<file path="config.mk">
export PLATFORM = sky130hd
export DESIGN_NAME = hpg_gpio
export DESIGN_NICKNAME = d
export VERILOG_FILES = /design/src/logic/hpg_pkg.sv /design/src/logic/hpg_pad_if.sv /design/src/logic/hpg_pad_drv.sv /design/src/logic/hpg_pin_sync.sv /design/src/logic/hpg_gpio.sv
export SDC_FILE = /design/constraint.sdc
export NUM_CORES = 1
export LEC_CHECK = 0
export ABC_AREA = 0
export BUFFER_PORTS_ARGS = -buffer_cell sky130_fd_sc_hd__buf_2
export CAP_MARGIN = 40
export CELL_PAD_IN_SITES_DETAIL_PLACEMENT = 1
export CELL_PAD_IN_SITES_GLOBAL_PLACEMENT = 2
export CORE_UTILIZATION = 32
export DETAILED_ROUTE_END_ITERATION = 8
export GPL_TIMING_DRIVEN = 0
export PLACE_DENSITY = 0.93
export SYNTH_ARGS = -nofsm -noshare
export SYNTH_HDL_FRONTEND = slang
export SYNTH_SLANG_ARGS = --single-unit
</file>
<file path="constraint.sdc">
create_clock -name ref_clk_i -period 3.7 [get_ports ref_clk_i]
set_clock_uncertainty 0.05 [all_clocks]
set_input_delay 0.555 -clock ref_clk_i [delete_from_list [all_inputs] [get_ports ref_clk_i]]
set_output_delay 0.555 -clock ref_clk_i [all_outputs]
set_load 0.03 [all_outputs]
</file>
<file path="src/logic/hpg_pkg.sv">
// Package for the high-port GPIO block: register offsets, reset values,
// field positions and the nibble expansion used by the drive logic.
// Assumes an 8-bit special-function-register bus with byte offsets.
`default_nettype none
package hpg_pkg;
    // Register offsets on the special-function-register bus.
    localparam logic [7:0] HPG_P3_DATA_ADDR  = 8'hB0;
    localparam logic [7:0] HPG_P3_DRIVE_ADDR = 8'hA7;
    localparam logic [7:0] HPG_P3_FLAGS_ADDR = 8'hAD;
    localparam logic [7:0] HPG_HP_DRIVE_ADDR = 8'hB5;
    localparam logic [7:0] HPG_P4_DATA_ADDR  = 8'h84;
    localparam logic [7:0] HPG_P5_DATA_ADDR  = 8'h85;
    localparam logic [7:0] HPG_P6_DATA_ADDR  = 8'h86;
    localparam logic [7:0] HPG_P7_DATA_ADDR  = 8'h96;
    // Reset values.
    localparam logic [7:0] HPG_LATCH_RST = 8'hFF;
    localparam logic [7:0] HPG_DRIVE_RST = 8'h00;
    localparam logic [7:0] HPG_FLAGS_RST = 8'h00;
    // Field positions in the port 3 edge flag register.
    localparam int HPG_IRQ7_BIT = 7;
    localparam int HPG_IRQ6_BIT = 6;
    localparam int HPG_CF7_BIT  = 3;
    localparam int HPG_CF6_BIT  = 2;
    localparam logic [7:0] HPG_FLAGS_USED = 8'hCC;
    // Spreads one drive bit over each 4-bit nibble of ports 4 to 7.
    function automatic logic [31:0] hpg_nib_expand(input logic [7:0] m);
        logic [31:0] r;
        r = 32'h0000_0000;
        for (int i = 0; i < 8; i++) begin
            r[i*4 +: 4] = {4{m[i]}};
        end
        return r;
    endfunction
endpackage
`default_nettype wire

</file>
<file path="src/logic/hpg_pad_if.sv">
// Interface between the port register logic and the pad driver logic.
// Assumes one set of signals per group of pins of width W.
`timescale 1ns/1ps
`default_nettype none
interface hpg_pad_if #(parameter int W = 8);
    logic [W-1:0] lat;
    logic [W-1:0] push_pull;
    logic [W-1:0] ovr;
    logic [W-1:0] ovr_val;
    logic [W-1:0] hiz;
    logic         pu_dis;
    logic [W-1:0] out;
    logic [W-1:0] oe;
    logic [W-1:0] pu;
    modport ctl (output lat, push_pull, ovr, ovr_val, hiz, pu_dis,
                 input  out, oe, pu);
    modport drv (input  lat, push_pull, ovr, ovr_val, hiz, pu_dis,
                 output out, oe, pu);
endinterface
`default_nettype wire

</file>
<file path="src/logic/hpg_pad_drv.sv">
// Pad driver: turns latch, drive mode and memory-interface override into
// pin level, output enable and weak pull-up enable. Purely combinational.
`timescale 1ns/1ps
`default_nettype none
module hpg_pad_drv (
    hpg_pad_if.drv pad
);
    // The override replaces the latch value only; drive mode stays.
    assign pad.out = (pad.ovr & pad.ovr_val) | (~pad.ovr & pad.lat);
    // Push-pull drives both levels, open-drain only the low level.
    assign pad.oe  = ~pad.hiz & (pad.push_pull | ~pad.out);
    // A pin driven low never fights its own pull-up.
    assign pad.pu  = {$bits(pad.pu){~pad.pu_dis}} & ~(pad.oe & ~pad.out);
endmodule
`default_nettype wire

</file>
<file path="src/logic/hpg_pin_sync.sv">
// Pin input synchroniser: three flip-flops and a level register; a new level is accepted once
// the second and third stages agree. Pins idle high under the pull-ups.
`timescale 1ns/1ps
`default_nettype none
module hpg_pin_sync #(
    parameter int W = 40
) (
    input  wire logic         ref_clk_i,
    input  wire logic         rst_n_i,
    input  wire logic [W-1:0] pin_i,
    output var  logic [W-1:0] lvl_o
);
    logic [W-1:0] s1_q;
    logic [W-1:0] s2_q;
    logic [W-1:0] s3_q;
    logic [W-1:0] lvl_q;
    wire  [W-1:0] agree = ~(s2_q ^ s3_q);

    // Stage one is read only by stage two, to contain metastability.
    always_ff @(posedge ref_clk_i) begin
        if (!rst_n_i) begin
            s1_q  <= '1;
            s2_q  <= '1;
            s3_q  <= '1;
            lvl_q <= '1;
        end else begin
            s1_q  <= pin_i;
            s2_q  <= s1_q;
            s3_q  <= s2_q;
            lvl_q <= (agree & s3_q) | (~agree & lvl_q);
        end
    end
    assign lvl_o = lvl_q;
endmodule
`default_nettype wire

</file>
<file path="src/logic/hpg_gpio.sv">
// Function
// - Port 3 drive bit: 0 open-drain, 1 push-pull; resets to zero.
// - Two-wire and mode-0 receive pins are always open-drain.
// - Detected edge on port 3 bit 7 sets sticky pending flag 7.
// - Detected edge on port 3 bit 6 sets sticky pending flag 6.
// - Edge select 7 in bit 3: 0 falling, 1 rising.
// - Edge select 6 in bit 2: 0 falling, 1 rising.
// - Flag register bits 5-4 and 1-0 read zero; resets to zero.
// - Port data reads return the synchronised pin level.
// - Read-modify-write reads return the data latch instead.
// - Ports 4 to 7 latches and inputs exist even without pins.
// - Push-pull pin follows the latch, driving both levels.
// - Open-drain pin drives low on 0 and floats on 1.
// - High-port drive bits select push-pull per nibble, bit 0 port 4 low.
// - Open-drain pin with latch 1 serves as a digital input.
// - Pull-ups on by default, all off while global disable is 1.
// - Pull-up is switched off on any pin driven low.
// - Memory interface sets high-port pin values during its move phase.
// - Memory read phase turns off data bus output drivers.
// - Ports 4 to 7 data latches reset to all ones, read and write.
//
// Top of the port 3 and ports 4 to 7 GPIO block with edge interrupts.
// Assumes a single-cycle register bus from the core and a pad ring that
// resolves pin level from output, output enable and pull-up enable.
`timescale 1ns/1ps
`default_nettype none
module hpg_gpio
    import hpg_pkg::*;
(
    input  wire logic        ref_clk_i,
    input  wire logic        rst_n_i,
    input  wire logic [7:0]  sfr_addr_i,
    input  wire logic        sfr_wr_i,
    input  wire logic [7:0]  sfr_wdata_i,
    input  wire logic        sfr_rd_i,
    input  wire logic        sfr_rmw_i,
    output var  logic [7:0]  sfr_rdata_o,
    input  wire logic        pullup_global_disable_i,
    input  wire logic [7:0]  p3_od_force_i,
    input  wire logic        external_memory_iface_hi_i,
    input  wire logic        external_move_exec_i,
    input  wire logic        external_move_read_i,
    input  wire logic [31:0] external_memory_iface_sel_i,
    input  wire logic [31:0] external_memory_iface_dbus_i,
    input  wire logic [31:0] external_memory_iface_val_i,
    input  wire logic [7:0]  p3_pin_i,
    output var  logic [7:0]  p3_pin_o,
    output var  logic [7:0]  p3_pin_oe_o,
    output var  logic [7:0]  p3_pullup_o,
    input  wire logic [31:0] hp_pin_i,
    output var  logic [31:0] hp_pin_o,
    output var  logic [31:0] hp_pin_oe_o,
    output var  logic [31:0] hp_pullup_o,
    output var  logic        ext_irq7_pending_o,
    output var  logic        ext_irq6_pending_o
);
    // Software-visible state.
    logic [7:0]  p3_lat_q;
    logic [7:0]  port3_drive_select_q;
    logic [7:0]  high_ports_nibble_drive_select_q;
    logic [31:0] hp_lat_q;
    logic        ext_irq7_pending_q;
    logic        ext_irq6_pending_q;
    logic        ext_irq7_edge_select_q;
    logic        ext_irq6_edge_select_q;
    logic [1:0]  irq_lvl_prev_q;
    logic [7:0]  rdata_q;
    logic [39:0] pin_lvl;

    // Register decode.
    wire wr_p3    = sfr_wr_i && (sfr_addr_i == HPG_P3_DATA_ADDR);
    wire wr_p3m   = sfr_wr_i && (sfr_addr_i == HPG_P3_DRIVE_ADDR);
    wire wr_flags = sfr_wr_i && (sfr_addr_i == HPG_P3_FLAGS_ADDR);
    wire wr_hpm   = sfr_wr_i && (sfr_addr_i == HPG_HP_DRIVE_ADDR);
    wire [3:0] wr_hp = {sfr_wr_i && (sfr_addr_i == HPG_P7_DATA_ADDR),
                        sfr_wr_i && (sfr_addr_i == HPG_P6_DATA_ADDR),
                        sfr_wr_i && (sfr_addr_i == HPG_P5_DATA_ADDR),
                        sfr_wr_i && (sfr_addr_i == HPG_P4_DATA_ADDR)};

    // Pin inputs of all forty pins pass the synchroniser.
    hpg_pin_sync #(
        .W (40)
    ) u_sync (
        .ref_clk_i (ref_clk_i),
        .rst_n_i   (rst_n_i),
        .pin_i     ({hp_pin_i, p3_pin_i}),
        .lvl_o     (pin_lvl)
    );

    wire [7:0]  p3_lvl = pin_lvl[7:0];
    wire [31:0] hp_lvl = pin_lvl[39:8];

    // Edge detection compares consecutive accepted levels of bits 7 and 6.
    wire lvl7 = p3_lvl[7];
    wire lvl6 = p3_lvl[6];
    wire edge7 = ext_irq7_edge_select_q ? (lvl7 & ~irq_lvl_prev_q[1])
                                        : (~lvl7 & irq_lvl_prev_q[1]);
    wire edge6 = ext_irq6_edge_select_q ? (lvl6 & ~irq_lvl_prev_q[0])
                                        : (~lvl6 & irq_lvl_prev_q[0]);

    // Flags: a write stores the bit, but a same-cycle edge wins over a clear.
    wire flag7_d = (wr_flags ? sfr_wdata_i[HPG_IRQ7_BIT]
                             : ext_irq7_pending_q) | edge7;
    wire flag6_d = (wr_flags ? sfr_wdata_i[HPG_IRQ6_BIT]
                             : ext_irq6_pending_q) | edge6;

    // Unused flag bits are not stored, so they always read as zero.
    wire [7:0] flags_rd = {ext_irq7_pending_q, ext_irq6_pending_q, 2'b00,
                           ext_irq7_edge_select_q, ext_irq6_edge_select_q,
                           2'b00};

    // Port data reads see the pins, except on a read-modify-write read.
    wire [7:0] p3_rd = sfr_rmw_i ? p3_lat_q : p3_lvl;
    wire [31:0] hp_rd = sfr_rmw_i ? hp_lat_q : hp_lvl;

    // Read data selection; unmapped offsets answer zero.
    logic [7:0] rd_mux;
    always_comb begin
        case (sfr_addr_i)
            HPG_P3_DATA_ADDR:  rd_mux = p3_rd;
            HPG_P3_DRIVE_ADDR: rd_mux = port3_drive_select_q;
            HPG_P3_FLAGS_ADDR: rd_mux = flags_rd;
            HPG_HP_DRIVE_ADDR: rd_mux = high_ports_nibble_drive_select_q;
            HPG_P4_DATA_ADDR:  rd_mux = hp_rd[7:0];
            HPG_P5_DATA_ADDR:  rd_mux = hp_rd[15:8];
            HPG_P6_DATA_ADDR:  rd_mux = hp_rd[23:16];
            HPG_P7_DATA_ADDR:  rd_mux = hp_rd[31:24];
            default:           rd_mux = 8'h00;
        endcase
    end

    // Port latches and drive-select registers.
    always_ff @(posedge ref_clk_i) begin
        if (!rst_n_i) begin
            p3_lat_q                         <= HPG_LATCH_RST;
            port3_drive_select_q             <= HPG_DRIVE_RST;
            high_ports_nibble_drive_select_q <= HPG_DRIVE_RST;
            hp_lat_q                         <= {4{HPG_LATCH_RST}};
        end else begin
            if (wr_p3) p3_lat_q <= sfr_wdata_i;
            if (wr_p3m) port3_drive_select_q <= sfr_wdata_i;
            if (wr_hpm) high_ports_nibble_drive_select_q <= sfr_wdata_i;
            for (int i = 0; i < 4; i++) begin
                if (wr_hp[i]) hp_lat_q[i*8 +: 8] <= sfr_wdata_i;
            end
        end
    end

    // Edge flag register and the previous levels used for edge detection.
    always_ff @(posedge ref_clk_i) begin
        if (!rst_n_i) begin
            ext_irq7_pending_q     <= HPG_FLAGS_RST[HPG_IRQ7_BIT];
            ext_irq6_pending_q     <= HPG_FLAGS_RST[HPG_IRQ6_BIT];
            ext_irq7_edge_select_q <= HPG_FLAGS_RST[HPG_CF7_BIT];
            ext_irq6_edge_select_q <= HPG_FLAGS_RST[HPG_CF6_BIT];
            irq_lvl_prev_q         <= 2'b11;
        end else begin
            ext_irq7_pending_q <= flag7_d;
            ext_irq6_pending_q <= flag6_d;
            if (wr_flags) begin
                ext_irq7_edge_select_q <= sfr_wdata_i[HPG_CF7_BIT];
                ext_irq6_edge_select_q <= sfr_wdata_i[HPG_CF6_BIT];
            end
            irq_lvl_prev_q <= {lvl7, lvl6};
        end
    end

    // Read data is captured on the read strobe and held until the next one.
    always_ff @(posedge ref_clk_i) begin
        if (!rst_n_i) begin
            rdata_q <= 8'h00;
        end else if (sfr_rd_i) begin
            rdata_q <= rd_mux;
        end
    end

    // Port 3 pads: forced open-drain pins ignore their drive-select bit.
    hpg_pad_if #(.W(8))  p3_pad ();
    assign p3_pad.lat       = p3_lat_q;
    assign p3_pad.push_pull = port3_drive_select_q & ~p3_od_force_i;
    assign p3_pad.ovr       = 8'h00;
    assign p3_pad.ovr_val   = 8'h00;
    assign p3_pad.hiz       = 8'h00;
    assign p3_pad.pu_dis    = pullup_global_disable_i;
    hpg_pad_drv u_p3_drv (
        .pad (p3_pad.drv)
    );

    // High-port pads: the memory interface takes over selected pins during
    // the move phase; its reads float the data bus pins. Drive mode holds.
    wire external_memory_iface_act  = external_memory_iface_hi_i & external_move_exec_i;
    wire [31:0] external_memory_iface_ovr = {32{external_memory_iface_act}} & external_memory_iface_sel_i;
    wire [31:0] external_memory_iface_hiz = {32{external_memory_iface_act & external_move_read_i}}
                           & external_memory_iface_dbus_i;
    hpg_pad_if #(.W(32)) hp_pad ();
    assign hp_pad.lat       = hp_lat_q;
    assign hp_pad.push_pull =
        hpg_nib_expand(high_ports_nibble_drive_select_q);
    assign hp_pad.ovr       = external_memory_iface_ovr;
    assign hp_pad.ovr_val   = external_memory_iface_val_i;
    assign hp_pad.hiz       = external_memory_iface_hiz;
    assign hp_pad.pu_dis    = pullup_global_disable_i;
    hpg_pad_drv u_hp_drv (
        .pad (hp_pad.drv)
    );

    // Outputs.
    assign sfr_rdata_o        = rdata_q;
    assign p3_pin_o           = p3_pad.out;
    assign p3_pin_oe_o        = p3_pad.oe;
    assign p3_pullup_o        = p3_pad.pu;
    assign hp_pin_o           = hp_pad.out;
    assign hp_pin_oe_o        = hp_pad.oe;
    assign hp_pullup_o        = hp_pad.pu;
    assign ext_irq7_pending_o = ext_irq7_pending_q;
    assign ext_irq6_pending_o = ext_irq6_pending_q;
endmodule
`default_nettype wire

</file>
==> results.cfg <==
[outcome]
outcome = complete, no violations

[hold_path]
min_from = hp_pin_i[26]
hold_path_depth = 2
holdPathEnd = u_sync.s1_q[34]$_SDFF_PN1_
hold_class = in -> reg

[cells_and_area]
syn2layout_area_growth_pct = 30.0
final_common_cell = buf_2
final_cell_mix = buf_2 (298), dfxtp_1 (230), nand2b_1 (124)
nFillCells = 3458
layout.nets = 1500
antenna_cells = 0
drive_gt1_share_pct = 27.4

[setup_path]
cp-end-kind = output port
arrival_ns = 2.30
required_ns = 3.09
cp_max_fo = 10
reg2reg_slack_ns = 2.00
crit_type = in -> out
rr_endpoint = sfr_rdata_o[1]$_SDFFE_PN0P_
cp-start-kind = input pin
reg2reg_depth = 4
r2r_start = hp_lat_q[17]$_SDFFE_PN1P_

[timing]
hold_violations = 0
relSlewSlack_pct = 46.4
drv_slew = 0
period_share_pct = 78.6
setup_tns_ns = 0
setup_violations = 0
rsz0062_at_grt = false
layout_min_cycle_time_ns = 2.91
tightest_slew_ns = 0.799
layout_setup_ws_ns = 0.791
timing.fmax_ghz = 0.344

[logic_synthesis]
synth-warning-count = 0
ys_seq_elements = 230
ys_types = 50
synth_edf_count = 0
synthXorXnorAreaFrac_pct = 0
netlist_instances = 1017
synth-simple-area-share_pct = 20.3
avgSynthCellArea_um2 = 9.24
netlist_area_um2 = 9400
synthAdderAreaFrac_pct = 0
synthMuxAreaShare_pct = 13.2
async_flop_share_pct = 0
synth-compound-area-share_pct = 13.3
ys.flop_type = dfxtp_1
ys_seq_area_share_pct = 49.0
synth_nets = 1186
synth_top_family_by_area = simple AND/OR/NAND/NOR gates

[power]
p_int_mw = 4.41
p_sw_mw = 1.32
seqPwrFrac_pct = 44.7
irDropWorstVdd_v = 0.000263
pwr-share-clk_pct = 46.7
p_sw_share_pct = 23.0
p_per_area_nw_per_um2 = 469
p_leak_nw = 5.34
comb_power_share_pct = 8.6

[grt]
antenna_found_initial = 1
grt_usage_pct = 21.4
grt_pass1_wl_um = 50000
grt_overflow = 0
grt_pass1_vias = 8733
grt_start_max_net_pins = 15

[floorplanning]
die_w_um = 173
dieArea_um2 = 30100
die_h_um = 173
row_count = 62
start_util_pct = 32.7
io_pins = 299
core_um2 = 28800

[route]
drt-met1-wl_um = 14100
wl_um = 32900
vias = 8289
top_layer_used = met5
first_pass_iters = 5
viasPerCell = 4.79
drc = 0
dr_wl_met2_um = 16100
drtIter0Drc = 337
ant_nets = 0
wire_per_inst_um = 19.0
route.met3.wl_um = 1660

[cts]
htreeDepth = 1
clk_latency_ns = 0.53
clock_path_buffers = 3
clk_pin_slew_worst_paths_ns = 0.06
cts_buffers = 24
tritoncts = built
cts_resized = 0
root_buffer = clkbuf_16
post_cts_buffers = 0
hold_buffers = 0
clock_sinks = 230

[place]
io_buffers = 288
place_ws_ns = 0.766
gp_congestion = 0.914
post-dp-hpwl_um = 26100

[run]
cap_violations = 0
[cells in the mapped netlist (8+ instances only)]
library cell | instances | area share (%)
nor2_1 | 52 | 2.1
nor2b_1 | 25 | 1.7
nand3_1 | 15 | 0.80
o21ai_0 | 52 | 2.8
dfxtp_1 | 230 | 49
a22o_1 | 8 | 0.75
o21a_1 | 32 | 2.6
a21oi_1 | 80 | 4.3
o22ai_1 | 9 | 0.60
buf_2 | 10 | 0.53
mux2i_1 | 105 | 11
mux2_2 | 9 | 1.1
nand2b_1 | 124 | 8.3
clkbuf_1 | 40 | 1.6
inv_1 | 42 | 1.7
nand2_1 | 115 | 4.6
a22oi_1 | 12 | 0.96
[through the flow]
step	util, %	instances	area, µm²	power, mW	hold slack [ns]
after global placement	39.3	1689	11300	3.10	0.342
after CTS	42.4	1732	12200	5.79	0.144
after detailed placement	39.3	1689	11300	3.11	0.344
after global routing	42.4	1732	12200	5.94	0.160
final	42.4	1732	12200	5.73	0.162
after floorplan	-	1017	9400	2.89	0.336
[critical path, stage by stage]
cell,delay (ns)
buf_2,0.09
and2_1,0.12
clkbuf_1,0.25
clkbuf_1,0.42
nand2_1,0.13
mux2i_1,0.33
o21a_1,0.20
buf_2,0.20
[kinds of logic (layout without fill, tap and decap cells)]
logic type	count (synthesis)	in the layout
DFF	230	230
and+or+nand+nor	362	362
buffers and inverters	99	430
muxes	118	118
AOI/OAI and AO/OA	208	208
[power by group through the flow]
stage	registers [mW]	clock network (mW)	logic (mW)
2_1_floorplan	2.60	0	0.290
3_3_place_gp	2.61	0	0.491
3_5_place_dp	2.61	0	0.498
4_1_cts	2.56	2.73	0.500
5_1_grt	2.56	2.84	0.533
6_report	2.56	2.68	0.494
[how the worst max path moves through the flow]
| stage | startpoint | to | cells after the start |
|---|---|---|---|
| global route | external_memory_iface_hi_i | hp_pin_oe_o[8] | 8 |
| floorplan | external_memory_iface_hi_i | hp_pullup_o[23] | 6 |
| detailed placement | external_memory_iface_hi_i | hp_pullup_o[2] | 8 |
| global placement | external_memory_iface_hi_i | hp_pin_oe_o[8] | 8 |
| CTS | external_memory_iface_hi_i | hp_pullup_o[2] | 8 |
| finish | external_memory_iface_hi_i | hp_pin_oe_o[8] | 8 |
[layout make-up]
cell class | count | area, µm² | area share (%)
Sequential cell | 230 | 4600 | 37.7
Clock inverter | 10 | 181 | 1.49
Tap cell | 384 | 480 | 3.93
Clock buffer | 33 | 716 | 5.86
Timing Repair Buffer | 288 | 1440 | 11.8
Multi-Input combinational cell | 688 | 4400 | 36.0
Buffer | 57 | 235 | 1.93
Inverter | 42 | 158 | 1.29
[metal layers]
metal	vias to the layer above	GRT usage, %
li1	4066	-
met1	3898	26.1
met2	270	38.0
met3	53	3.25
met4	2	7.63
met5	-	0
Note: power is estimated with default switching activity, not from simulation.
